`config.mk`:
```
export PLATFORM = sky130hd
export DESIGN_NAME = analog_select_and_reset_input
export DESIGN_NICKNAME = d
export VERILOG_FILES = /design/src/shared/ars_pkg.sv /design/src/hw/analog_select_and_reset_input.sv
export SDC_FILE = /design/constraint.sdc
export NUM_CORES = 1
export LEC_CHECK = 0
export BUFFER_PORTS_ARGS = -buffer_cell sky130_fd_sc_hd__clkbuf_2
export CELL_PAD_IN_SITES_DETAIL_PLACEMENT = 2
export CELL_PAD_IN_SITES_GLOBAL_PLACEMENT = 2
export CORE_ASPECT_RATIO = 0.9
export CORE_UTILIZATION = 35
export CTS_CLUSTER_DIAMETER = 60
export DETAILED_ROUTE_END_ITERATION = 12
export PLACE_DENSITY = 0.71
export SKIP_LAST_GASP = 1
export SLEW_MARGIN = 10
export SYNTH_ARGS = -nofsm -noshare
export SYNTH_HDL_FRONTEND = slang
export SYNTH_SLANG_ARGS = --single-unit
```
`constraint.sdc`:
```
create_clock -name clk_i -period 2.5 [get_ports clk_i]
set_input_delay 0.625 -clock clk_i [delete_from_list [all_inputs] [get_ports clk_i]]
set_output_delay 0.625 -clock clk_i [all_outputs]
set_load 0.02 [all_outputs]
```
`src/shared/ars_pkg.sv`:
```
// Purpose: constants and types for analog select and reset input logic
// Assumes: 25 MHz clock, terminal inputs synchronous to clk_i
// Notes: times are named in their own units, counts derived from them
//
// What this block does
// - Select on picks current input
// - Select off picks voltage input
// - Select acts only with analog source
// - Combination 00 and 03 remap the select
// - Reset runs on terminal on then off
// - Alarm cleared within 30 ms of onset
// - Reset returns trip to normal
// - Reset on: drive off, trip cleared, powerup reset
// - Reset while running makes motor coast
// - Reset terminal only normally open
// - Power-on performs the same reset
// - No delay: outputs off together at once
// - Delayed outputs stay on about 1 s
// - Local stop key only briefly after powerup in remote operation
// - Run resumes after reset if still commanded
package ars_pkg;
	localparam int CLK_HZ = 25000000;
	localparam int RS_MIN_MS = 12;
	localparam int ALARM_MAX_MS = 30;
	localparam int OFF_HOLD_MS = 1000;
	localparam int KEY_WIN_MS = 3000;
	localparam int DEB_US = 1000;
	localparam int RS_MIN_CYC = (CLK_HZ / 1000) * RS_MIN_MS;
	localparam int ALARM_MAX_CYC = (CLK_HZ / 1000) * ALARM_MAX_MS;
	localparam int OFF_HOLD_CYC = (CLK_HZ / 1000) * OFF_HOLD_MS;
	localparam int KEY_WIN_CYC = (CLK_HZ / 1000) * KEY_WIN_MS;
	localparam int DEB_CYC = (CLK_HZ / 1000000) * DEB_US;
	localparam int CNT_W = 27;
	localparam int NUM_OUT = 3;
	localparam logic [1:0] FSRC_ANALOG = 2'h1;
	localparam logic [1:0] COMB_00 = 2'h0;
	localparam logic [1:0] COMB_03 = 2'h3;
	typedef enum logic [1:0] {SRC_VOLT, SRC_CURR, SRC_POT, SRC_OTHER} src_type;
	typedef struct packed {
		logic       sel;
		logic       rst;
		logic       rst_nc;
		logic       run;
		logic       trip;
		logic       key;
	} term_type;
	typedef enum {ST_IDLE, ST_ON, ST_RESET} rst_state_type;
endpackage

```
`src/hw/analog_select_and_reset_input.sv`:
```
// Purpose: analog source selection and reset terminal handling
// Assumes: inputs synchronous to clk_i
// Notes: power-on reset of nrst_i is treated as a reset pulse
`timescale 1ns/100ps
`default_nettype none
module analog_select_and_reset_input #(
	parameter int RS_MIN_CYC    = ars_pkg::RS_MIN_CYC,
	parameter int ALARM_MAX_CYC = ars_pkg::ALARM_MAX_CYC,
	parameter int OFF_HOLD_CYC  = ars_pkg::OFF_HOLD_CYC,
	parameter int KEY_WIN_CYC   = ars_pkg::KEY_WIN_CYC,
	parameter int DEB_CYC       = ars_pkg::DEB_CYC
) (
	// Clock and reset
	input  wire logic                          clk_i,
	input  wire logic                          nrst_i,
	// Terminals and settings
	input  wire ars_pkg::term_type             term_i,
	input  wire logic [1:0]                    freq_src_i,
	input  wire logic [1:0]                    comb_i,
	input  wire logic                          remote_op_i,
	input  wire logic [ars_pkg::NUM_OUT-1:0]   out_req_i,
	input  wire logic [ars_pkg::NUM_OUT-1:0]   out_dly_en_i,
	// Status and controls
	output ars_pkg::src_type                   src_o,
	output logic                               drive_en_o,
	output logic                               coast_o,
	output logic                               alarm_o,
	output logic                               trip_o,
	output logic                               pwr_reset_o,
	output logic                               key_ok_o,
	output logic [ars_pkg::NUM_OUT-1:0]        out_o
);
	////////////////////////////////////////////////////////////////
	// Debounce
	logic [ars_pkg::CNT_W-1:0] dsel_cnt_r;
	logic [ars_pkg::CNT_W-1:0] drst_cnt_r;
	logic                      sel_r;
	logic                      rst_r;

	function automatic logic [ars_pkg::CNT_W-1:0] step(input logic [ars_pkg::CNT_W-1:0] c,
		input logic differ);
		if (!differ)
			step = '0;
		else
			step = c + 27'h1;
	endfunction

	wire logic rst_raw = term_i.rst & ~term_i.rst_nc;
	wire logic sel_flip = (dsel_cnt_r >= ars_pkg::CNT_W'(DEB_CYC - 1)) && (term_i.sel != sel_r);
	wire logic rst_flip = (drst_cnt_r >= ars_pkg::CNT_W'(DEB_CYC - 1)) && (rst_raw != rst_r);

	always_ff @(posedge clk_i or negedge nrst_i) begin
		if (!nrst_i) begin
			dsel_cnt_r <= '0;
			drst_cnt_r <= '0;
			sel_r      <= 1'b0;
			rst_r      <= 1'b0;
		end else begin
			dsel_cnt_r <= sel_flip ? '0 : step(dsel_cnt_r, term_i.sel != sel_r);
			drst_cnt_r <= rst_flip ? '0 : step(drst_cnt_r, rst_raw != rst_r);
			sel_r      <= sel_flip ? term_i.sel : sel_r;
			rst_r      <= rst_flip ? rst_raw : rst_r;
		end
	end

	////////////////////////////////////////////////////////////////
	// Analog source selection
	wire logic is_analog = (freq_src_i == ars_pkg::FSRC_ANALOG);
	wire ars_pkg::src_type on_src = (comb_i == ars_pkg::COMB_00) ? ars_pkg::SRC_VOLT :
		(comb_i == ars_pkg::COMB_03) ? ars_pkg::SRC_POT : ars_pkg::SRC_CURR;
	wire ars_pkg::src_type off_src = (comb_i == ars_pkg::COMB_00 || comb_i == ars_pkg::COMB_03) ?
		ars_pkg::SRC_CURR : ars_pkg::SRC_VOLT;
	wire ars_pkg::src_type src_nxt = !is_analog ? ars_pkg::SRC_OTHER : (sel_r ? on_src : off_src);

	always_ff @(posedge clk_i or negedge nrst_i) begin
		if (!nrst_i)
			src_o <= ars_pkg::SRC_OTHER;
		else
			src_o <= src_nxt;
	end

	////////////////////////////////////////////////////////////////
	// Reset sequence
	ars_pkg::rst_state_type    st_r;
	logic [ars_pkg::CNT_W-1:0] on_cnt_r;
	logic [ars_pkg::CNT_W-1:0] hold_cnt_r;
	logic [ars_pkg::CNT_W-1:0] key_cnt_r;
	logic                      pwr_r;

	wire logic qualified = (on_cnt_r >= ars_pkg::CNT_W'(RS_MIN_CYC - DEB_CYC));
	wire logic do_reset = (st_r == ars_pkg::ST_ON) && !rst_r && qualified;
	wire logic reset_act = rst_r | pwr_r;
	wire logic hold_run = (hold_cnt_r != '0);

	always_ff @(posedge clk_i or negedge nrst_i) begin
		if (!nrst_i) begin
			st_r     <= ars_pkg::ST_IDLE;
			on_cnt_r <= '0;
		end else begin
			case (st_r)
				ars_pkg::ST_IDLE: begin
					on_cnt_r <= '0;
					if (rst_r)
						st_r <= ars_pkg::ST_ON;
				end
				ars_pkg::ST_ON: begin
					if (!qualified)
						on_cnt_r <= on_cnt_r + 27'h1;
					if (!rst_r)
						st_r <= qualified ? ars_pkg::ST_RESET : ars_pkg::ST_IDLE;
				end
				ars_pkg::ST_RESET: st_r <= ars_pkg::ST_IDLE;
				default: st_r <= ars_pkg::ST_IDLE;
			endcase
		end
	end

	always_ff @(posedge clk_i or negedge nrst_i) begin
		if (!nrst_i) begin
			pwr_r     <= 1'b1;
			trip_o    <= 1'b0;
			alarm_o   <= 1'b0;
			key_cnt_r <= '0;
		end else begin
			pwr_r     <= 1'b0;
			trip_o    <= (term_i.trip && !reset_act) ? 1'b1 : (reset_act ? 1'b0 : trip_o);
			alarm_o   <= (term_i.trip && !reset_act) ? 1'b1 : (rst_r ? 1'b0 : alarm_o);
			key_cnt_r <= (key_cnt_r < ars_pkg::CNT_W'(KEY_WIN_CYC)) ? key_cnt_r + 27'h1 : key_cnt_r;
		end
	end

	////////////////////////////////////////////////////////////////
	// Motor drive and logic outputs
	logic                        was_on_r;
	logic [ars_pkg::NUM_OUT-1:0] out_last_r;

	always_ff @(posedge clk_i or negedge nrst_i) begin
		if (!nrst_i) begin
			drive_en_o <= 1'b0;
			coast_o    <= 1'b0;
			key_ok_o   <= 1'b0;
			hold_cnt_r <= '0;
			was_on_r   <= 1'b0;
			out_last_r <= '0;
			out_o      <= '0;
		end else begin
			drive_en_o <= term_i.run && !reset_act && !trip_o;
			coast_o    <= reset_act && (drive_en_o || coast_o) && term_i.run;
			key_ok_o   <= !remote_op_i || (key_cnt_r < ars_pkg::CNT_W'(KEY_WIN_CYC));
			was_on_r   <= rst_r;
			if (rst_r && !was_on_r)
				hold_cnt_r <= ars_pkg::CNT_W'(OFF_HOLD_CYC);
			else if (hold_run)
				hold_cnt_r <= hold_cnt_r - 27'h1;
			if (!reset_act)
				out_last_r <= out_req_i;
			if (!reset_act)
				out_o <= out_req_i;
			else
				out_o <= (hold_run && !(rst_r && !was_on_r)) || (rst_r && !was_on_r) ?
					(out_last_r & out_dly_en_i) : '0;
		end
	end

	assign pwr_reset_o = reset_act | (st_r == ars_pkg::ST_RESET);

	////////////////////////////////////////////////////////////////
	// Assertions
	logic [ars_pkg::CNT_W-1:0] alm_wait_r;

	always_ff @(posedge clk_i or negedge nrst_i) begin
		if (!nrst_i)
			alm_wait_r <= '0;
		else if (rst_raw && alarm_o)
			alm_wait_r <= step(alm_wait_r, 1'b1);
		else
			alm_wait_r <= '0;
	end

	property p_alarm_lim;
		@(posedge clk_i) disable iff (!nrst_i)
		alm_wait_r < ars_pkg::CNT_W'(ALARM_MAX_CYC);
	endproperty
	a_alarm_lim: assert property (p_alarm_lim) else $error("alarm held past limit");

	property p_src_cur;
		@(posedge clk_i) disable iff (!nrst_i)
		(is_analog && sel_r && comb_i == 2'h1) |=> (src_o == ars_pkg::SRC_CURR);
	endproperty
	a_src_cur: assert property (p_src_cur) else $error("select on not current");

	property p_src_volt;
		@(posedge clk_i) disable iff (!nrst_i)
		(is_analog && !sel_r && comb_i == 2'h1) |=> (src_o == ars_pkg::SRC_VOLT);
	endproperty
	a_src_volt: assert property (p_src_volt) else $error("select off not voltage");

	property p_src_other;
		@(posedge clk_i) disable iff (!nrst_i)
		!is_analog |=> (src_o == ars_pkg::SRC_OTHER);
	endproperty
	a_src_other: assert property (p_src_other) else $error("select active off analog");

	property p_comb;
		@(posedge clk_i) disable iff (!nrst_i)
		(is_analog && sel_r && comb_i == ars_pkg::COMB_03) |=> (src_o == ars_pkg::SRC_POT);
	endproperty
	a_comb: assert property (p_comb) else $error("combination 03 wrong");

	property p_trip_clr;
		@(posedge clk_i) disable iff (!nrst_i)
		(rst_r && !term_i.trip) |=> !trip_o;
	endproperty
	a_trip_clr: assert property (p_trip_clr) else $error("trip not cleared");

	property p_alarm;
		@(posedge clk_i) disable iff (!nrst_i)
		($rose(rst_r) && !term_i.trip) |-> ##[1:2] !alarm_o;
	endproperty
	a_alarm: assert property (p_alarm) else $error("alarm not cleared");

	property p_nodrive;
		@(posedge clk_i) disable iff (!nrst_i)
		rst_r |=> !drive_en_o;
	endproperty
	a_nodrive: assert property (p_nodrive) else $error("drive during reset");

	property p_nodly_off;
		@(posedge clk_i) disable iff (!nrst_i)
		(rst_r && out_dly_en_i == '0) |=> (out_o == '0);
	endproperty
	a_nodly_off: assert property (p_nodly_off) else $error("output not off");

	property p_nc;
		@(posedge clk_i) disable iff (!nrst_i)
		term_i.rst_nc |=> ##1 (st_r != ars_pkg::ST_RESET);
	endproperty
	a_nc: assert property (p_nc) else $error("reset from nc terminal");

	c_reset: cover property (@(posedge clk_i) disable iff (!nrst_i) st_r == ars_pkg::ST_RESET);
	c_pot: cover property (@(posedge clk_i) disable iff (!nrst_i) src_o == ars_pkg::SRC_POT);
	c_coast: cover property (@(posedge clk_i) disable iff (!nrst_i) coast_o);
	c_hold: cover property (@(posedge clk_i) disable iff (!nrst_i) hold_run && out_o != '0);
endmodule
`default_nettype wire

```
==> out/summary.txt, run 1 <==
outcome: finished clean
ANT cells: 0
clock skew: 0.00901 ns
Rows: 48
1st-iter DRT viols: 132
Tightest Hold Check Type: input pin to async pin
Synth Cell Area: 7020 µm²
Critical Path AT: 2.73 ns
Avg WL per Cell: 18.0 µm
Placed Cells: 979
Setup crit start: key_cnt_r[15]
latest clock arrival within the worst-skew pair: 0.43 ns
top cells by area, synth: dfrtp_1 54%, xnor2_1 5.2%, nand3_1 3.6%
# clock sinks: 154
crit path max fanout: 5
drc violations: 0
Setup TNS: 0 ns
Clock Root Buffer: clkbuf_16
power density over the cells: 715 nW/µm²
clk slew on worst S/H paths: 0.07 ns
top cell type's share of synthesized area: 53.8%
Core ar.: 19400 µm²
fin crit share: 96.6%
cell count after synthesis: 665
Setup Viol. Count Final: 0
port bufs: 28
Final ANT Viol Nets: 0
RSZ-0062 raised after global routing: false
die width: 151 µm
Non-Filler Instances: 1011
vias per cell: 5.44
Starting Density: 36.2%
Yosys warnings: 0
crit start category: flip-flop
largest net degree at the start of global routing: 55
Crit. End Element: flip-flop
Slew HR: 62.3%
vias: 5501
worst reg2reg setup slack: 0.09 ns
P&R area growth vs syn: 19.5%
Worst R2R Path Depth: 6
Synth cell types: 64
Least-Margin Pin Slew: 0.552 ns
Top FF cell, synth: dfrtp_1
Synth Area per Inst: 10.6 µm²
Worst Path Required: 2.82 ns
worst r2r dst: key_cnt_r[6]
Async S/R FF share, synth: 100%
Tot GR Track Use: 19.5%
DP Wirelength: 12500 µm
Setup CP Type: flip-flop to flip-flop
share of cells above drive strength 1: 15.6%
most common cell in the synthesized netlist: dfrtp_1
total chip power: 6.00 mW
Post-CTS Repair Setup Buffers: 0
CTS Buf Count: 17
CTS tree: yes
Yosys reg bits: 154
first-pass GRT wire length: 31200 µm
max-cap violation count: 0
die height: 136 µm
max frequency: 414 MHz
Setup WS pre-CTS: 0.00586 ns
GP Congestion: 0.750
TritonRoute pass-1 iters: 4
nets: 774
cell taking the most area after synthesis: dfrtp_1
total wire length: 18200 µm
fin. max-slew vios: 0
Fin. Hold Viols: 0
die area: 20600 µm²
Clock Tree Buf Depth: 2
I/O pin count: 30
sequential share of the synthesized area: 54.9%
Final Critical Period: 2.41 ns
GRT overflow: 0
EDFF count, synth: 0
Max VDD drop: 417 µV
Reg-to-Reg Start: key_cnt_r[15]
Leak Pwr: 3.55 nW
vias in the first global route: 6213
Setup WS post-layout: 0.0851 ns
top cells by count, synth: 151 x dfrtp_1, 64 x nor2_1, 58 x nand2_1
CTS HTree Levels: 4
initial antenna violation count: 0
per-layer routing:
layer / GRT usage [%] / wire length, µm
met4: 6.94 / 312
met2: 34.0 / 9370
met3: 3.76 / 370
met1: 23.7 / 8140
met5: 0 / 0
worst max-delay path by stage:
stage               slack, ns       endpoint
global placement         0.12       out_o[2]
finish                   0.09   key_cnt_r[6]
detailed placement      0.006  hold_cnt_r[4]
global route            0.008    on_cnt_r[4]
floorplan                0.10  hold_cnt_r[9]
CTS                      0.02       out_o[2]
report_power, final:
group,internal [mW],switching (mW),leakage (nW),total [mW]
combinational,0.242,0.366,1.28,0.609
sequential,2.61,0.0895,1.97,2.70
clock,1.61,1.08,0.296,2.69
state kept, by name (all words and copies together) (netlist names):
signal,count
out_last_r,3
was_on_r,1
drive_en_o,1
hold_cnt_r,27
dsel_cnt_r,27
coast_o,1
sel_r,1
drst_cnt_r,27
st_r,2
rst_r,1
key_cnt_r,27
out_o,3
pwr_r,1
alarm_o,1
key_ok_o,1
trip_o,1
src_o,2
on_cnt_r,27
area by class of cell:
| cell class | instances | area, µm² |
|---|---|---|
| clock buffer | 20 | 447 |
| sequential | 154 | 3860 |
| timing repair buffer | 61 | 432 |
| fill | 2048 | 11000 |
| clock inverter | 12 | 164 |
| multi-input combinational | 507 | 3150 |
| tap | 250 | 313 |
| inverter | 7 | 26.3 |
through the flow:
| stage | utilization [%] | hold slack (ns) | cell area (µm²) |
|---|---|---|---|
| floorplan | - | 0.329 | 7110 |
| global placement | 40.0 | 0.446 | 7760 |
| detailed placement | 40.0 | 0.470 | 7760 |
| CTS | 43.2 | 0.164 | 8380 |
| global route | 43.2 | 0.174 | 8390 |
| finish | 43.2 | 0.147 | 8390 |
cells in the final DEF (no fill, tap or decap), types with 4 or more instances in the layout:
cell / count
o21ai_0: 10
inv_1: 7
clkbuf_16: 17
nand3_1: 50
or4_1: 14
conb_1: 25
and3_1: 18
a22oi_1: 4
dfrtp_1: 151
o211ai_1: 8
xnor2_1: 42
buf_4: 30
a21oi_1: 7
nand4_1: 18
o31ai_1: 9
clkinv_4: 4
mux2_2: 6
nand2_1: 58
o21ai_1: 4
or3_1: 15
nor3_1: 21
nor4_1: 22
xor2_1: 20
nand2b_1: 4
a211o_1: 5
nor2b_1: 12
or2_2: 5
nor2_1: 64
and4_1: 4
clkbuf_2: 27
ha_1: 7
worst max-delay path, stage by stage, from the launching register on:
cell,delay (ns)
dfrtp_1,0.43
or4_1,0.54
a311o_1,0.32
o221a_2,0.32
buf_4,0.16
or3_1,0.39
xnor2_1,0.14
timing repair:
action / 4_1_cts / 5_1_grt
hold buffers: 0 / 0
setup endpoints to repair: 1 / 12
resized for setup: 1 / 4
cloned: 0 / 0
logic make-up after synthesis:
group / Yosys count / synth area share (%)
buf+inv: 28 / 1.73
xor+xnor: 62 / 7.73
other cells: 1 / 0.0534
simple gates: 320 / 23.8
fa+ha+maj: 7 / 1.25
mux: 7 / 1.10
compound gates: 86 / 9.39
flops: 154 / 54.9
No activity file was read; power rests on OpenSTA's default activity.
==> inputs of run 2 (changes only) <==
- PLACE_DENSITY: 0.71 -> 0.68
- clock period: 2.5 -> 2.93 ns (I/O delays scaled with it)
==> run 2 against run 1 <==
Clock power down 13%. Non-clock buffer count decreased by 14. First-iteration DRC count rose by 61%.
==> out/summary.txt, run 2 (synthesis gave the netlist of run 1 again) <==
vias: 5422
Final ANT Viol Nets: 0
Reg-to-Reg Start: hold_cnt_r[7]
Worst R2R Path Depth: 5
clk slew on worst S/H paths: 0.07 ns
Least-Margin Pin Slew: 0.601 ns
Final Critical Period: 2.59 ns
worst r2r dst: out_o[2]
crit path max fanout: 10
Clock Root Buffer: clkbuf_16
Fin. Hold Viols: 0
Starting Density: 36.2%
port bufs: 28
slowest stage delay, CP: 0.64 ns
die height: 136 µm
outcome: finished clean
fin. max-slew vios: 0
Leak Pwr: 3.46 nW
# clock sinks: 154
vias in the first global route: 6331
Post-CTS Hold Fix Bufs: 0
share of cells above drive strength 1: 13.9%
largest net degree at the start of global routing: 50
CTS Buf Count: 17
Critical Path AT: 2.91 ns
Avg WL per Cell: 19.0 µm
max-cap violation count: 0
fin crit share: 88.5%
worst-path cell chain: or4_1 -> or4_4 -> nor3_2 -> a21oi_1 -> a32o_1
commonest non-fill, non-tap cell in the layout: dfrtp_1
latest clock arrival within the worst-skew pair: 0.44 ns
Worst Path Required: 3.25 ns
P&R area growth vs syn: 17.5%
1st-iter DRT viols: 212
CTS resizes: 0
Filler Cell Count: 2061
Crit. End Element: flip-flop
worst reg2reg setup slack: 0.34 ns
nets: 760
I/O pin count: 30
Post-CTS Repair Setup Buffers: 0
Setup Viol. Count Final: 0
Crit path max-delay family: simple AND/OR/NAND/NOR gates
Slew HR: 60.0%
Setup WS post-layout: 0.336 ns
most frequent cells in the layout: 151 x dfrtp_1, 64 x nor2_1, 58 x nand2_1
RSZ-0062 raised after global routing: false
vias per cell: 5.43
power density over the cells: 619 nW/µm²
CTS tree: yes
crit start category: flip-flop
total wire length: 18900 µm
GP Congestion: 0.784
TritonRoute pass-1 iters: 6
clock skew: 0.00738 ns
drc violations: 0
first-pass GRT wire length: 32400 µm
Setup WS pre-CTS: 0.344 ns
DP Wirelength: 13000 µm
die width: 151 µm
Tot GR Track Use: 20.5%
Max VDD drop: 319 µV
Setup CP Type: flip-flop to flip-flop
Rows: 48
WP buf/inv: 0
initial antenna violation count: 0
slowest CP cell: or4_4
max frequency: 386 MHz
Tightest Hold Check Type: input pin to async pin
GRT overflow: 0
CTS HTree Levels: 4
Setup TNS: 0 ns
Clock Tree Buf Depth: 2
Post-Route Utilization: 42.5%
die area: 20600 µm²
Core ar.: 19400 µm²
==> run 2: worst reg2reg max path: stages, from the launching register on <==
cell and delay, ns:
dfrtp_1 0.43, or4_1 0.55, or4_4 0.64, nor3_2 0.27
a21oi_1 0.26, a32o_1 0.32
==> run 2: how the worst max path moves through the flow <==
stage               slack (ns)  cells after the start          start       endpoint
floorplan                 0.53                      8  hold_cnt_r[7]  hold_cnt_r[9]
global placement          0.38                      5  hold_cnt_r[7]       out_o[2]
detailed placement        0.34                      5  hold_cnt_r[7]       out_o[2]
CTS                       0.30                      5  hold_cnt_r[7]       out_o[1]
global route              0.14                      5   on_cnt_r[14]    on_cnt_r[0]
finish                    0.34                      5  hold_cnt_r[7]       out_o[2]
==> run 2: cell type report <==
type | count | area, µm² | area share [%]
well taps | 250 | 313 | 3.79
clock inverters | 14 | 188 | 2.28
inverters | 7 | 26.3 | 0.319
flip-flops and latches | 154 | 3860 | 46.8
repair buffers | 47 | 302 | 3.66
multi-input cells | 507 | 3130 | 38.0
clock buffers | 18 | 429 | 5.20
diodes | 1 | 2.50 | 0.0303
==> run 2: power by group <==
group / internal, mW / switching, mW
sequential: 2.23 / 0.102
combinational: 0.165 / 0.279
clock: 1.36 / 0.970
total: 3.76 / 1.35
==> run 2: per-layer routing <==
| metal | vias to the layer above | GRT usage [%] | share of wire (%) |
|---|---|---|---|
| met5 | - | 0 | 0 |
| met4 | 0 | 6.94 | 1.5 |
| met3 | 25 | 4.09 | 2.2 |
| met2 | 47 | 36.7 | 53 |
| met1 | 2815 | 24.2 | 43 |
| li1 | 2535 | - | - |
==> run 2: per-stage QoR <==
stage                     power [mW]  instances  hold WS (ns)  cell area [µm²]
after floorplan                 2.62        689         0.352             7110
after global placement          2.77        965         0.461             7630
after detailed placement        2.82        965         0.476             7630
after CTS                       5.19        997         0.246             8250
after global routing            5.32        997         0.257             8250
final                           5.11        998         0.235             8250
